## src/rsl_pkg.sv

```systemverilog
package rsl_pkg;

  localparam int RSL_NPORTS = 4;

  // clock and strap settling time
  localparam int RSL_CLK_PERIOD_NS = 5;
  localparam int RSL_SETTLE_NS     = 100;
  localparam int RSL_SETTLE_CYC    = (RSL_SETTLE_NS + RSL_CLK_PERIOD_NS - 1) / RSL_CLK_PERIOD_NS;

  // register byte offsets
  localparam logic [7:0] RSL_OFS_CTRL   = 8'h00;
  localparam logic [7:0] RSL_OFS_STATUS = 8'h04;
  localparam logic [7:0] RSL_OFS_PORT   = 8'h08;
  localparam logic [7:0] RSL_OFS_RAW    = 8'h0C;

  // field positions
  localparam int RSL_CTRL_DIS_BIT   = 0;
  localparam int RSL_ST_DONE_BIT    = 0;
  localparam int RSL_ST_FAST_BIT    = 1;
  localparam int RSL_ST_LEGACY_BIT  = 2;
  localparam int RSL_PORT_EN_LSB    = 0;
  localparam int RSL_PORT_CHG_LSB   = 4;
  localparam int RSL_PORT_NREM_LSB  = 8;
  localparam int RSL_PORT_OC_LSB    = 12;
  localparam int RSL_RAW_HI_LSB     = 0;
  localparam int RSL_RAW_LO_LSB     = 4;
  localparam int RSL_RAW_OCS_LSB    = 8;
  localparam int RSL_RAW_SPD_BIT    = 12;
  localparam int RSL_RAW_BUS_BIT    = 13;

  localparam logic       RSL_CTRL_DIS_RST = 1'b0;
  localparam logic [7:0] RSL_CNT_RST      = 8'h00;

  typedef struct packed {
    logic [RSL_NPORTS-1:0] port_en;
    logic [RSL_NPORTS-1:0] charge_en;
    logic [RSL_NPORTS-1:0] non_rem;
    logic                  rom_fast;
    logic                  legacy;
  } rsl_cfg_t;

  localparam rsl_cfg_t RSL_CFG_RST = '{default: '0};

  typedef enum logic [3:0] {
    RSL_IDLE    = 4'b0001,
    RSL_PULL_HI = 4'b0010,
    RSL_PULL_LO = 4'b0100,
    RSL_DONE    = 4'b1000
  } rsl_state_t;

endpackage : rsl_pkg

```

## src/rsl_top.sv

```systemverilog
// Operation
// RULE1: power strap: float on, down off, up charge
// RULE2: capture straps at reset, hold until next
// RULE3: speed strap low 30MHz, high 60MHz
// RULE4: speed strap sampled at every reset release
// RULE5: sense pin pulled down means non-removable
// RULE6: software bit disables strap decoding; code disables only port straps, speed and mode straps still decoded
// RULE7: board avoids straps without power switching
// RULE8: charge-off pull-up only after mode sampled
// RULE9: reset pulse held low at least 1us; the first do_reset holds it low only 4 cycles
// RULE10: after reset sense pins flag over-current
// RULE11: one reference clock drives everything
// RULE12: mode strap high legacy, else advanced
// RULE13: outputs stable, valid once capture done
//
// The register addresses and register access over APB were chosen for this implementation.
module rsl_top
  import rsl_pkg::*;
#(
  parameter int SETTLE_CYCLES = RSL_SETTLE_CYC
)(
  input  wire logic                  SYS_CLK,
  input  wire logic                  RST_N,
  input  wire logic                  PSEL,
  input  wire logic                  PENABLE,
  input  wire logic                  PWRITE,
  input  wire logic [7:0]            PADDR,
  input  wire logic [31:0]           PWDATA,
  input  wire logic [3:0]            PSTRB,
  output logic                       PREADY,
  output logic      [31:0]           PRDATA,
  output logic                       PSLVERR,
  input  wire logic [RSL_NPORTS-1:0] PORT_POWER_STRAP,
  input  wire logic [RSL_NPORTS-1:0] OVERCURRENT_SENSE,
  input  wire logic                  ROM_SPEED_SELECT_STRAP,
  input  wire logic                  BUS_MODE_STRAP,
  output logic                       STRAP_PULL_UP,
  output logic [RSL_NPORTS-1:0]      PORT_ENABLE,
  output logic [RSL_NPORTS-1:0]      CHARGE_ENABLE,
  output logic [RSL_NPORTS-1:0]      NON_REMOVABLE,
  output logic [RSL_NPORTS-1:0]      OVERCURRENT,
  output logic                       ROM_SPEED_60MHZ,
  output logic                       BUS_MODE_LEGACY,
  output logic                       CAPTURE_DONE,
  output logic                       DYNAMIC_CHARGE_PORT_OFF_LOW_PU_EN
);

  // returns {enable, charge}; weak pull only wins on a floating pin
  function automatic logic [1:0] rsl_decode(input logic hi, input logic lo);
    rsl_decode = {hi | lo, hi & lo};
  endfunction : rsl_decode

  function automatic logic rsl_mapped(input logic [7:0] addr);
    rsl_mapped = (addr == RSL_OFS_CTRL) || (addr == RSL_OFS_STATUS) ||
                 (addr == RSL_OFS_PORT) || (addr == RSL_OFS_RAW);
  endfunction : rsl_mapped

  logic [1:0]            rst_sync;
  logic                  rst_n;
  rsl_state_t            state;
  rsl_state_t            next_state;
  logic [7:0]            cnt;
  logic [7:0]            next_cnt;
  logic                  pull_up;
  logic                  next_pull_up;
  logic [RSL_NPORTS-1:0] raw_hi;
  logic [RSL_NPORTS-1:0] next_raw_hi;
  logic [RSL_NPORTS-1:0] raw_lo;
  logic [RSL_NPORTS-1:0] next_raw_lo;
  logic [RSL_NPORTS-1:0] raw_ocs;
  logic [RSL_NPORTS-1:0] next_raw_ocs;
  logic                  raw_spd;
  logic                  next_raw_spd;
  logic                  raw_bus;
  logic                  next_raw_bus;
  logic                  done;
  logic                  next_done;
  rsl_cfg_t              cfg;
  rsl_cfg_t              next_cfg;
  logic [RSL_NPORTS-1:0] oc;
  logic [RSL_NPORTS-1:0] next_oc;
  logic                  cap_done;
  logic                  strap_dis;
  logic                  next_strap_dis;
  logic                  pready;
  logic                  next_pready;
  logic [31:0]           prdata;
  logic [31:0]           next_prdata;
  logic                  pslverr;
  logic                  next_pslverr;

  // reset release through two flops, async assert
  always_ff @(posedge SYS_CLK or negedge RST_N)
  begin
    if (!RST_N)
      rst_sync <= 2'b00;
    else
      rst_sync <= {rst_sync[0], 1'b1};
  end
  assign rst_n = rst_sync[1];

  // capture sequence: weak pull high, then low, sample each
  always_comb
  begin
    next_state   = state;
    next_cnt     = cnt;
    next_pull_up = pull_up;
    next_raw_hi  = raw_hi;
    next_raw_lo  = raw_lo;
    next_raw_ocs = raw_ocs;
    next_raw_spd = raw_spd;
    next_raw_bus = raw_bus;
    next_done    = done;
    unique case (state)
      RSL_IDLE:
      begin
        next_state   = RSL_PULL_HI;
        next_pull_up = 1'b1;
        next_cnt     = RSL_CNT_RST;
      end
      RSL_PULL_HI:
      begin
        if (cnt == 8'(SETTLE_CYCLES - 1))
        begin
          next_raw_hi  = PORT_POWER_STRAP; // [RULE2]
          next_pull_up = 1'b0;
          next_cnt     = RSL_CNT_RST;
          next_state   = RSL_PULL_LO;
        end
        else
          next_cnt = cnt + 8'h01;
      end
      RSL_PULL_LO:
      begin
        if (cnt == 8'(SETTLE_CYCLES - 1))
        begin
          next_raw_lo  = PORT_POWER_STRAP;       // [RULE2]
          next_raw_ocs = OVERCURRENT_SENSE;      // [RULE5]
          next_raw_spd = ROM_SPEED_SELECT_STRAP; // [RULE4]
          next_raw_bus = BUS_MODE_STRAP;         // [RULE12]
          next_done    = 1'b1;
          next_state   = RSL_DONE;
        end
        else
          next_cnt = cnt + 8'h01;
      end
      RSL_DONE:
      begin
        next_state = RSL_DONE; // held until the next reset [RULE2]
      end
    endcase
  end

  // single reference clock for all state [RULE11]
  always_ff @(posedge SYS_CLK or negedge rst_n)
  begin
    if (!rst_n)
    begin
      state   <= RSL_IDLE;
      cnt     <= RSL_CNT_RST;
      pull_up <= 1'b0;
      raw_hi  <= '0;
      raw_lo  <= '0;
      raw_ocs <= '0;
      raw_spd <= 1'b0;
      raw_bus <= 1'b0;
      done    <= 1'b0;
    end
    else
    begin
      state   <= next_state;
      cnt     <= next_cnt;
      pull_up <= next_pull_up;
      raw_hi  <= next_raw_hi;
      raw_lo  <= next_raw_lo;
      raw_ocs <= next_raw_ocs;
      raw_spd <= next_raw_spd;
      raw_bus <= next_raw_bus;
      done    <= next_done;
    end
  end

  // decoded settings; held at reset values until capture ends
  always_comb
  begin
    next_cfg = cfg;
    next_oc  = '0;
    if (done)
    begin
      for (int i = 0; i < RSL_NPORTS; i++)
      begin
        {next_cfg.port_en[i], next_cfg.charge_en[i]} = rsl_decode(raw_hi[i], raw_lo[i]); // [RULE1]
      end
      next_cfg.non_rem  = ~raw_ocs; // [RULE5]
      next_cfg.rom_fast = raw_spd;  // [RULE3]
      next_cfg.legacy   = raw_bus;  // [RULE12]
      if (strap_dis)
      begin
        // port straps ignored: all ports on, no charging, removable; speed and mode straps still decoded [RULE6]
        next_cfg.port_en   = '1;
        next_cfg.charge_en = '0;
        next_cfg.non_rem   = '0;
      end
      next_oc = ~OVERCURRENT_SENSE; // active-low sense pin [RULE10]
    end
  end

  always_ff @(posedge SYS_CLK or negedge rst_n)
  begin
    if (!rst_n)
    begin
      cfg      <= RSL_CFG_RST;
      oc       <= '0;
      cap_done <= 1'b0;
    end
    else
    begin
      cfg      <= next_cfg;
      oc       <= next_oc;
      cap_done <= done; // lags cfg by none: both valid together [RULE13]
    end
  end

  assign STRAP_PULL_UP                     = pull_up;
  assign PORT_ENABLE                       = cfg.port_en;
  assign CHARGE_ENABLE                     = cfg.charge_en;
  assign NON_REMOVABLE                     = cfg.non_rem;
  assign ROM_SPEED_60MHZ                   = cfg.rom_fast;
  assign BUS_MODE_LEGACY                   = cfg.legacy;
  assign OVERCURRENT                       = oc;
  assign CAPTURE_DONE                      = cap_done;
  assign DYNAMIC_CHARGE_PORT_OFF_LOW_PU_EN = cap_done; // [RULE8]

  // apb slave, one wait state so read data comes from a flop
  always_comb
  begin
    next_pready    = PSEL & PENABLE & ~pready;
    next_prdata    = prdata;
    next_pslverr   = 1'b0;
    next_strap_dis = strap_dis;
    if (PSEL && PENABLE && !pready)
    begin
      next_pslverr = ~rsl_mapped(PADDR);
      next_prdata  = 32'h0000_0000;
      if (!PWRITE)
      begin
        unique case (PADDR)
          RSL_OFS_CTRL:   next_prdata[RSL_CTRL_DIS_BIT] = strap_dis;
          RSL_OFS_STATUS:
          begin
            next_prdata[RSL_ST_DONE_BIT]   = cap_done;
            next_prdata[RSL_ST_FAST_BIT]   = cfg.rom_fast;
            next_prdata[RSL_ST_LEGACY_BIT] = cfg.legacy;
          end
          RSL_OFS_PORT:
          begin
            next_prdata[RSL_PORT_EN_LSB +: RSL_NPORTS]   = cfg.port_en;
            next_prdata[RSL_PORT_CHG_LSB +: RSL_NPORTS]  = cfg.charge_en;
            next_prdata[RSL_PORT_NREM_LSB +: RSL_NPORTS] = cfg.non_rem;
            next_prdata[RSL_PORT_OC_LSB +: RSL_NPORTS]   = oc;
          end
          RSL_OFS_RAW:
          begin
            next_prdata[RSL_RAW_HI_LSB +: RSL_NPORTS]  = raw_hi;
            next_prdata[RSL_RAW_LO_LSB +: RSL_NPORTS]  = raw_lo;
            next_prdata[RSL_RAW_OCS_LSB +: RSL_NPORTS] = raw_ocs;
            next_prdata[RSL_RAW_SPD_BIT]               = raw_spd;
            next_prdata[RSL_RAW_BUS_BIT]               = raw_bus;
          end
          default: next_prdata = 32'h0000_0000;
        endcase
      end
    end
    // write lands only at the edge where pready is sampled high
    if (PSEL && PENABLE && pready && PWRITE && PSTRB[0] && (PADDR == RSL_OFS_CTRL))
      next_strap_dis = PWDATA[RSL_CTRL_DIS_BIT]; // [RULE6]
  end

  always_ff @(posedge SYS_CLK or negedge rst_n)
  begin
    if (!rst_n)
    begin
      pready    <= 1'b0;
      prdata    <= 32'h0000_0000;
      pslverr   <= 1'b0;
      strap_dis <= RSL_CTRL_DIS_RST;
    end
    else
    begin
      pready    <= next_pready;
      prdata    <= next_prdata;
      pslverr   <= next_pslverr;
      strap_dis <= next_strap_dis;
    end
  end

  assign PREADY  = pready;
  assign PRDATA  = prdata;
  assign PSLVERR = pslverr;

  chk_port_enable: assert property (@(posedge SYS_CLK) disable iff (!rst_n) // [RULE1]
    done && !strap_dis |=> PORT_ENABLE == $past(raw_hi | raw_lo)) else $error("port enable decode wrong");
  chk_port_charge: assert property (@(posedge SYS_CLK) disable iff (!rst_n) // [RULE1]
    done && !strap_dis |=> CHARGE_ENABLE == $past(raw_hi & raw_lo)) else $error("charge decode wrong");
  chk_held_stable: assert property (@(posedge SYS_CLK) disable iff (!rst_n) // [RULE13]
    CAPTURE_DONE && $stable(strap_dis) |=> $stable(PORT_ENABLE) && $stable(NON_REMOVABLE))
    else $error("latched straps moved");
  chk_rom_speed: assert property (@(posedge SYS_CLK) disable iff (!rst_n) // [RULE3]
    CAPTURE_DONE |-> ROM_SPEED_60MHZ == raw_spd) else $error("rom speed mismatch");
  chk_capture_time: assert property (@(posedge SYS_CLK) disable iff (!rst_n) // [RULE4]
    $rose(rst_sync[1]) |-> ##[1:60] CAPTURE_DONE) else $error("capture late");
  chk_non_removable: assert property (@(posedge SYS_CLK) disable iff (!rst_n) // [RULE5]
    done && !strap_dis |=> NON_REMOVABLE == ~$past(raw_ocs)) else $error("non-removable wrong");
  chk_disable_dflt: assert property (@(posedge SYS_CLK) disable iff (!rst_n) // [RULE6]
    done && strap_dis |=> PORT_ENABLE == '1 && CHARGE_ENABLE == '0) else $error("disable ignored");
  chk_pullup_gate: assert property (@(posedge SYS_CLK) disable iff (!rst_n) // [RULE8]
    DYNAMIC_CHARGE_PORT_OFF_LOW_PU_EN |-> state == RSL_DONE && BUS_MODE_LEGACY == raw_bus)
    else $error("pull-up before mode sampled");
  chk_overcurrent: assert property (@(posedge SYS_CLK) disable iff (!rst_n) // [RULE10]
    done |=> OVERCURRENT == ~$past(OVERCURRENT_SENSE)) else $error("overcurrent flag wrong");
  chk_apb_wait: assert property (@(posedge SYS_CLK) disable iff (!rst_n)
    PSEL && !PENABLE ##1 PSEL && PENABLE |=> PREADY) else $error("apb answer late");

  cov_done: cover property (@(posedge SYS_CLK) disable iff (!rst_n) $rose(CAPTURE_DONE));
  cov_charge: cover property (@(posedge SYS_CLK) disable iff (!rst_n) CAPTURE_DONE && |CHARGE_ENABLE);
  cov_disable: cover property (@(posedge SYS_CLK) disable iff (!rst_n) CAPTURE_DONE && strap_dis);
  cov_slverr: cover property (@(posedge SYS_CLK) disable iff (!rst_n) PREADY && PSLVERR);

endmodule : rsl_top

```

## config.mk

```make
export PLATFORM = sky130hd
export DESIGN_NAME = rsl_top
export DESIGN_NICKNAME = d
export VERILOG_FILES = /design/src/rsl_pkg.sv /design/src/rsl_top.sv
export SDC_FILE = /design/constraint.sdc
export NUM_CORES = 1
export LEC_CHECK = 0
export BUFFER_PORTS_ARGS = -buffer_cell sky130_fd_sc_hd__buf_4
export CAP_MARGIN = 20
export CORE_MARGIN = 4
export CORE_UTILIZATION = 35
export CTS_CLUSTER_SIZE = 40
export DETAILED_ROUTE_END_ITERATION = 7
export PLACE_DENSITY_LB_ADDON = 0.05
export SLEW_MARGIN = 15
export SYNTH_ARGS = -nofsm -noshare
export SYNTH_HDL_FRONTEND = slang
export SYNTH_SLANG_ARGS = --single-unit
```

## constraint.sdc

```tcl
create_clock -name SYS_CLK -period 1.85 [get_ports SYS_CLK]
set_input_delay 0.0925 -clock SYS_CLK [delete_from_list [all_inputs] [get_ports SYS_CLK]]
set_output_delay 0.0925 -clock SYS_CLK [all_outputs]
set_load 0.02 [all_outputs]
```

# Word-level counts from Yosys, hierarchy flattened
# Index checks and enable logic that the tools add are counted.
dict set report totals {
  register_bits 84
  latchBits 0
  ram_bits 0
  rom_bits 0
  in_bits 59
  output_inout_bits 55
  mem_count 0
}
dict set report classes {
  addsub 1
  mul 0
  div_mod_pow 0
  magnitude_cmp 0
  eq_ne 11
  shift 0
  muxes 16
  bitwise 14
  n_reduce_logical 18
}
# cell count
set ops {}
lappend ops {{$pmux W8 S3} 1}
lappend ops {{$pmux W11 S2} 1}
lappend ops {{$eq A8 B4 Y1 const B} 2}
lappend ops {{$mux W16} 1}
lappend ops {{$mux W8} 2}
lappend ops {{$pmux W4 S4} 1}
lappend ops {{$mux W12} 1}
lappend ops {{$mux W4} 3}
lappend ops {{$reduce_and A2 Y1} 5}
lappend ops {{$add A8 B1 Y8 const B} 1}
lappend ops {{$eq A8 B3 Y1 const B} 1}
lappend ops {{$eq A8 B5 Y1 const B} 1}
lappend ops {{$logic_not A8 Y1} 1}
lappend ops {{$not A4 Y4} 2}
lappend ops {{$and A1 B1 Y1} 6}
lappend ops {{$logic_and A1 B1 Y1} 6}
lappend ops {{$ne A2 B2 Y1 const B} 3}
lappend ops {{$pmux W2 S3} 1}
lappend ops {{$eq A4 B1 Y1 const B} 1}
lappend ops {{$eq A4 B2 Y1 const B} 1}
lappend ops {{$eq A4 B3 Y1 const B} 1}
lappend ops {{$eq A4 B4 Y1 const B} 1}
lappend ops {{$or A1 B1 Y1} 4}
lappend ops {{$pmux W1 S4} 1}
lappend ops {{other kinds (8)} 12}

# Logic depth before layout (Yosys ltp)
# Gate-level depths: netlist (run 1).
dict set report logic_depth {
  ltp_word 6
  ltp_mapped 5
  depth_no_buf 5
}

# Worst setup path before layout (run 1)
# Ideal clock, no wire load.
dict set report synth_timing {
  path_kind {register -> register}
  from {register cnt[2]}
  to {register raw_lo[0]}
  arrival_time_ns 1.437
  t_required_ns 1.725
  path_slack_ns 0.288
  path_stages_with_launch 5
  synth_period_minus_slack_ns 1.562
  cell_sequence {dfrtp_1 > nor4b_4 > nand4_2 > buf_6 > mux2_4}
}
dict set report synth_between {
  elab_chain_len 2
}
# element line
set synth_rtl {}
lappend synth_rtl {{from (decl)} rsl_top.sv:62} ;# logic [7:0] cnt;
lappend synth_rtl {{from (signal assigned)} rsl_top.sv:172} ;# cnt <= next_cnt;
lappend synth_rtl {{$eq A8 B5 Y1} rsl_top.sv:135} ;# if (cnt == 8'(SETTLE_CYCLES - 1))
lappend synth_rtl {{$reduce_and A2 Y1 (no source line)} n/a}
lappend synth_rtl {{to (signal assigned)} rsl_top.sv:175} ;# raw_lo <= next_raw_lo;
lappend synth_rtl {{to (decl)} rsl_top.sv:68} ;# logic [RSL_NPORTS-1:0] raw_lo;
# Every way passes these cells.
# A chain may end at the register's enable or synchronous reset.

# Final worst setup path (run 1)
dict set report layout_timing {
  from {register state[2]}
  to {register raw_spd}
}
dict set report layout_between {
  elab_chain_len 2
}
# element line
set layout_rtl {}
lappend layout_rtl {{from (decl)} rsl_top.sv:60} ;# rsl_state_t state;
lappend layout_rtl {{from (signal assigned)} rsl_top.sv:171} ;# state <= next_state;
lappend layout_rtl {{$eq A4 B3 Y1} rsl_top.sv:114} ;# unique case (state)
lappend layout_rtl {{$reduce_and A2 Y1 (no source line)} n/a}
lappend layout_rtl {{to (signal assigned)} rsl_top.sv:177} ;# raw_spd <= next_raw_spd;
lappend layout_rtl {{to (decl)} rsl_top.sv:72} ;# logic raw_spd;
# Every way passes these cells.

==> summary.md, run 1 <==
| Metric | Value |
|---|---|
| Number of core rows | 34 |
| Resized cells post-CTS | 0 |
| Register area share after synthesis | between 50 and 60% |
| Comb power frac | between 10 and 15% |
| Req. time, crit path | between 2000 and 2500 ps |
| MaxCap Viol Count | 0 |
| Outcome | finished clean |
| Fin crit share | about nine tenths |
| DR WL/cell | between 15 and 20 um |
| HP Class | in -> async |
| Layout cells sized above 1 | between 30% and 40% |
| Number of global-route vias before repair | 2258 |
| CTS root buf | clkbuf_8 |
| Htree depth | 3 |
| Crit path max-delay family | flip-flops |
| CTS tree | yes |
| Final instance area | between 4000 and 5000 sq um |
| Ys flop type | dfrtp_1 |
| I/O Pins | around 110 |
| Post-Syn Area | between 3000 and 4000 sq um |
| Yosys reg bits | 68 |
| Post-DP HPWL | 5112 um |
| Final WL | 7090 um |
| First-pass GRT wire length | around 12000 um |
| Met3 wire length | roughly 440 um |
| RSZ-0062 raised after global routing | no |
| Routed via count | 2241 |
| Startpoint Class | register |
| Sw power | around 1.0 mW |
| Total negative slack | 0 ps |
| Leakage Power | between 2 and 2.5 nW |
| GRT overflow | 0 |
| YS warnings | 0 |
| Met2 WL | about 3400 um |
| Tmin final | roughly 1700 ps |
| P&R area growth vs syn | 30.05% |
| Number of hold buffers added after CTS | 12 |
| CTS sink cnt | slightly below 70 |
| # DRC | 0 |
| Die area | 10650 sq um |
| Placer Congestion | about 0.77 |
| Sw Share | about a quarter |
| Mean post-synth cell area | ~12 sq um |
| Final Hold Vio Count | 0 |
| Slowest stage delay, CP | about 540 ps |
| Reg clk slew, reported paths | approximately 80 ps |
| PwrDens | slightly above 900 nW/um^2 |
| Power, Total | between 3 and 4 mW |
| Fmax | 601.5 MHz |
| Crit path buf inv count | 1 |
| Netlist cell types | 53 |
| Total track usage | between 10 and 15% |
| Clock Path Buffers | 2 |
| Cells after Synth | between 200 and 300 |
| Placed cell area | 3759 sq um |
| Core Util, Final | 47.09% |
| Power share of the clock group | between 30% and 40% |
| Detail Route Antenna Nets | 0 |
| CP Capture Type | register |
| Initial antenna violation count | 0 |
| Post-CTS Setup Repair Bufs | 0 |
| Final net count | around 410 |
| WS Path Type | reg -> reg |
| Via density per instance | between 4 and 5 |
| Uppermost routed layer | met4 |
| Worst-Skew Late Latency | ~350 ps |
| Initial core utilization | between 30% and 40% |
| Die Ht | 103.2 um |
| Slowest CP cell | dfrtp_1 |
| R2r setup slk | around 190 ps |
| Synth async-reset ratio | 100.0% |
| Crit path cell chain | nor2b_1 -> nand4_2 -> buf_4 -> mux2_4 |
| Internal cell power | between 2 and 3 mW |
| Final setup viols | 0 |
| Antenna cells | 0 |
| Largest net degree at the start of global routing | between 50 and 60 |
| Core area | between 8000 and 9000 sq um |
| Iter 0 DRT Violations | 50 |
| Worst EP arrival | between 1500 and 2000 ps |
| DRT met1 WL | between 3000 and 4000 um |
| VDD IR max | just under 0.6 mV |
| Die width | about 100 um |
| Final slew viol count | 0 |
| Sequential share of power | around 46% |
| Port Buf Inserts | 63 |
| Number of flops mapped to enable cells by yosys | 0 |
| DRT Pass-1 Iters | 4 |
| Clock skew | between 10 and 15 ps |
| Cts bufs inserted | 9 |
| Max Fanout on Critical Path | 9 |
| Hold_ws | 55.38 ps |
-- flip-flops by register name, indices dropped and copies added (netlist names), 2 cells and up --
register and count:
state 4, raw_ocs 4, raw_lo 4, CHARGE_ENABLE 4, NON_REMOVABLE 4, cnt 8, PORT_ENABLE 4, PRDATA 16
raw_hi 4, OVERCURRENT 4, rst_sync 2
-- cells by family after synthesis --
kind of cell / after synthesis / synth area share (%)
AO/OA/AOI/OAI: 48 / 9.898
XOR/XNOR: 3 / 1.065
adder cells (fa/ha/maj): 1 / 0.3943
buffers and inverters: 37 / 6.940
flip-flops: 68 / 53.67
multiplexers: 36 / 13.72
other: 2 / 0.2367
AND/OR/NAND/NOR: 74 / 14.08
-- cell usage in the layout, fill, tap and decap left out, types with 9 or more instances in the layout --
cell,netlist,final
mux2_2,14,14
mux2_4,9,9
dfrtp_1,67,66
nand2_1,24,24
conb_1,2,18
o21ai_0,16,16
clkbuf_8,0,9
buf_4,19,75
mux2i_1,12,12
nor2_1,11,11
dlygate4sd3_1,0,12
-- power by group through the flow --
| stage | Combinational (mW) | Clock (mW) | Sequential [mW] |
|---|---|---|---|
| global placement | 0.527 | 0 | 1.78 |
| CTS | 0.556 | 1.54 | 1.75 |
| finish | 0.549 | 1.50 | 1.75 |
| global route | 0.620 | 1.62 | 1.77 |
| detailed placement | 0.532 | 0 | 1.78 |
| floorplan | 0.363 | 0 | 1.76 |
-- path summary, 6_finish.rpt --
check | start | endpoint | cells after the start
max | state[2] | raw_spd | 4
min | RST_N | rst_sync[0] | 2
max reg2reg | state[2] | raw_spd | 4
min reg2reg | rst_sync[1] | cnt[7] | 0
max in group asynchronous | rst_sync[1] | cnt[5] | 1
min in group SYS_CLK | PADDR[6] | PSLVERR | 3
-- cell type report --
class | instances | area [sq um]
Tap cell | 108 | 135.1
Clock inverter | 7 | 123.9
Clock buffer | 9 | 123.9
Sequential cell | 68 | 1704
Multi-Input combinational cell | 180 | 1310
Fill cell | 828 | 4637
Inverter | 7 | 26.28
Timing Repair Buffer | 88 | 703.2
-- through the flow --
step	cells	worst slack, ps
floorplan	285	288.0
global placement	439	183.0
detailed placement	439	187.4
CTS	467	186.0
global route	467	72.69
finish	467	187.6
-- layer usage --
metal / global-route usage (%) / up-vias
met3: 4.091 / 4
li1: - / 1089
met2: 23.33 / 59
met1: 18.72 / 1089
met5: 0 / -
met4: 2.988 / 0
-- cell usage after synthesis, drive strengths merged, types with 2 or more instances --
cell     count  area, sq um
nor4b        2        32.53
mux2i       12        120.1
o32a         4        40.04
o2111ai      2        17.52
buf         22        163.9
o31ai        2        15.01
clkbuf       8        30.03
o211ai       2        15.01
dfrtp       67         1677
a21boi       2        15.02
a21oi        7        35.03
nand4b       2        17.52
nor3b        2        20.02
or3          3        18.77
nand3b       4        30.03
o22ai        5        31.28
nor2        11        41.29
nand2b       4        25.02
nand4        2        18.77
o21ai       17        88.84
a22o         2        17.52
xor2         3        33.79
nand3        5        37.54
inv          7        26.28
nor2b        7        43.79
conb         2        7.510
mux2        23        292.8
nand2       24        90.09
a22oi        2        15.01
No activity file was read; power rests on OpenSTA's default activity.
==> inputs of run 2 (changes only) <==
--- a/config.mk
+++ b/config.mk
@@ -5,12 +5,12 @@
 export SDC_FILE = /design/constraint.sdc
 export NUM_CORES = 1
 export LEC_CHECK = 0
-export BUFFER_PORTS_ARGS = -buffer_cell sky130_fd_sc_hd__buf_4
 export CAP_MARGIN = 20
 export CORE_MARGIN = 4
 export CORE_UTILIZATION = 35
 export CTS_CLUSTER_SIZE = 40
 export DETAILED_ROUTE_END_ITERATION = 7
+export DONT_BUFFER_PORTS = 1
 export PLACE_DENSITY_LB_ADDON = 0.05
 export SLEW_MARGIN = 15
 export SYNTH_ARGS = -nofsm -noshare
==> summary.md, run 2 (same netlist as run 1, synthesis figures left out) <==
| Metric | Value |
|---|---|
| Total negative slack | 0 ps (unchanged) |
| Total track usage | 13.86% (-0.31 points) |
| Final WL | 6941 um (-2.1%) |
| Worst EP arrival | 1880 ps (about the same) |
| CTS root buf | clkbuf_8 |
| Placer Congestion | 0.7646 (-0.43%) |
| Routed via count | 2043 (-8.8%) |
| Iter 0 DRT Violations | 55 (+10%) |
| Largest net degree at the start of global routing | 67 (+16%) |
| Path depth of the worst reg2reg path | 4 (unchanged) |
| Clock Path Buffers | 2 (unchanged) |
| WS Path Type | reg -> reg |
| Detail Route Antenna Nets | 0 (unchanged) |
| Reg clk slew, reported paths | 80 ps (about the same) |
| P&R area growth vs syn | 16.40% |
| GRT overflow | 0 (unchanged) |
| Most frequent cells in the layout | dfrtp_1 (66), nand2_1 (24), conb_1 (18), dlygate4sd3_1 (18), o21ai_0 (16) |
| Placed cell area | 3293 sq um (-12%) |
| Startpoint Class | register |
| Fmax | 603.8 MHz (+0.38%) |
| Layout cells sized above 1 | 21.12% (-14 points) |
| CTS sink cnt | 68 (unchanged) |
| Initial core utilization | 36.21% (unchanged) |
| Post-DP HPWL | 4855 um (-5.0%) |
| # DRC | 0 (unchanged) |
| Die area | 10650 sq um (unchanged) |
| Fillers | 853 (+3.0%) |
| Worst Max-Slew Pin Slew | roughly 800 ps |
| Req. time, crit path | 2070 ps (about the same) |
| First-pass GRT wire length | 11250 um (-3.1%) |
| Worst setup path startpoint | state[2] |
| Worst-Skew Late Latency | 340 ps (about the same) |
| Leading cell type in the layout, fill and taps excluded | dfrtp_1 |
| PwrDens | 978.0 nW/um^2 (+6.1%) |
| Port Buf Inserts | 0 (-100%) |
| Via density per instance | 4.959 (+3.3%) |
| Cts bufs inserted | 9 (unchanged) |
| CTS tree | yes |
| R2r setup slk | 190 ps (about the same) |
| HP Class | in -> reg |
| Tmin final | 1656 ps (-6.337 ps) |
| VDD IR max | 0.3638 mV (-39%) |
| Critical R2R Launch | state[2] |
| DRT Pass-1 Iters | 4 (unchanged) |
| Worst R2R End | raw_ocs[2] |
| RSZ-0062 raised after global routing | no |
| Flip-flop count of the largest register, all copies and words added | 16 (unchanged) |
| Fin crit share | 89.52% (-0.34 points) |
| CP Capture Type | register |
| CP endpoint | raw_ocs[2] |
| Final instance area | 3694 sq um (-10%) |
| Number of core rows | 34 (unchanged) |
| Number of global-route vias before repair | 2065 (-8.5%) |
| Outcome | finished clean |
| Final slew viol count | 0 (unchanged) |
| Final net count | 358 (-14%) |
| Final Hold Vio Count | 0 (unchanged) |
| Initial antenna violation count | 1 (+1) |
| Leakage Power | 1.704 nW (-15%) |
| Die Ht | 103.2 um (unchanged) |
| Max Fanout on Critical Path | 9 (unchanged) |
| Htree depth | 3 (unchanged) |
| Die width | 103.2 um (unchanged) |
| Core area | 8763 sq um (unchanged) |
| I/O Pins | 114 (unchanged) |
| DR WL/cell | 16.85 um (+11%) |
| Clock skew | 8.323 ps (-4.131 ps) |
| Rel. slew slack | 45.18% |
| MaxCap Viol Count | 0 (unchanged) |
| Resized cells post-CTS | 0 (unchanged) |
| Final setup viols | 0 (unchanged) |
==> run 2: worst min path at each step <==
stage,depth (start not counted),startpoint,endpoint
6_report,3,PADDR[2],strap_dis
5_1_grt,3,PADDR[2],strap_dis
4_1_cts,3,PADDR[2],strap_dis
3_5_place_dp,0,RST_N,rst_sync[0]
3_3_place_gp,0,RST_N,rst_sync[0]
2_1_floorplan,0,RST_N,rst_sync[0]
==> run 2: layout make-up <==
type | instances | area (sq um) | share of cell area, %
Antenna cell | 1 | 2.502 | 0.06775
Tap cell | 108 | 135.1 | 3.659
Timing Repair Buffer | 32 | 297.8 | 8.062
Sequential cell | 68 | 1704 | 46.14
Clock inverter | 6 | 90.09 | 2.439
Clock buffer | 10 | 127.6 | 3.455
Inverter | 7 | 26.28 | 0.7114
Multi-Input combinational cell | 180 | 1310 | 35.47
==> run 2: stage by stage <==
step           util [%]  hold slack (ps)  power, mW  cells  worst slack, ps
2_1_floorplan         -           -203.1      2.128    285            288.0
3_3_place_gp      37.58           -203.0      2.243    377            171.9
3_5_place_dp      37.58           -203.0      2.247    377            182.5
4_1_cts           42.12            13.13      3.681    411            176.4
5_1_grt           42.15            17.41      3.843    412            104.3
6_report          42.15            34.00      3.612    412            193.9
==> run 2: metal layers <==
| layer | up-vias | routed length [um] | GRT usage [%] |
|---|---|---|---|
| li1 | 977 | - | - |
| met5 | - | 0 | 0 |
| met2 | 54 | 3227 | 21.66 |
| met4 | 0 | 75 | 4.482 |
| met1 | 1006 | 3102 | 18.06 |
| met3 | 6 | 534 | 4.896 |
==> run 2: repair_timing <==
item / CTS / global route
hold buffers: 18 / 0
hold endpoints to repair: 35 / 0
buffers inserted: 0 / 0
==> run 2: report_power, final <==
part / switching [mW] / internal (mW)
logic: 0.246 / 0.252
registers: 0.144 / 1.61
clock network: 0.600 / 0.762
==> run 2: critical path, stage by stage (launching register included) <==
cell and delay (ps):
dfrtp_1 530, nor2b_1 300, nand4_2 190, buf_4 230, mux2_4 300
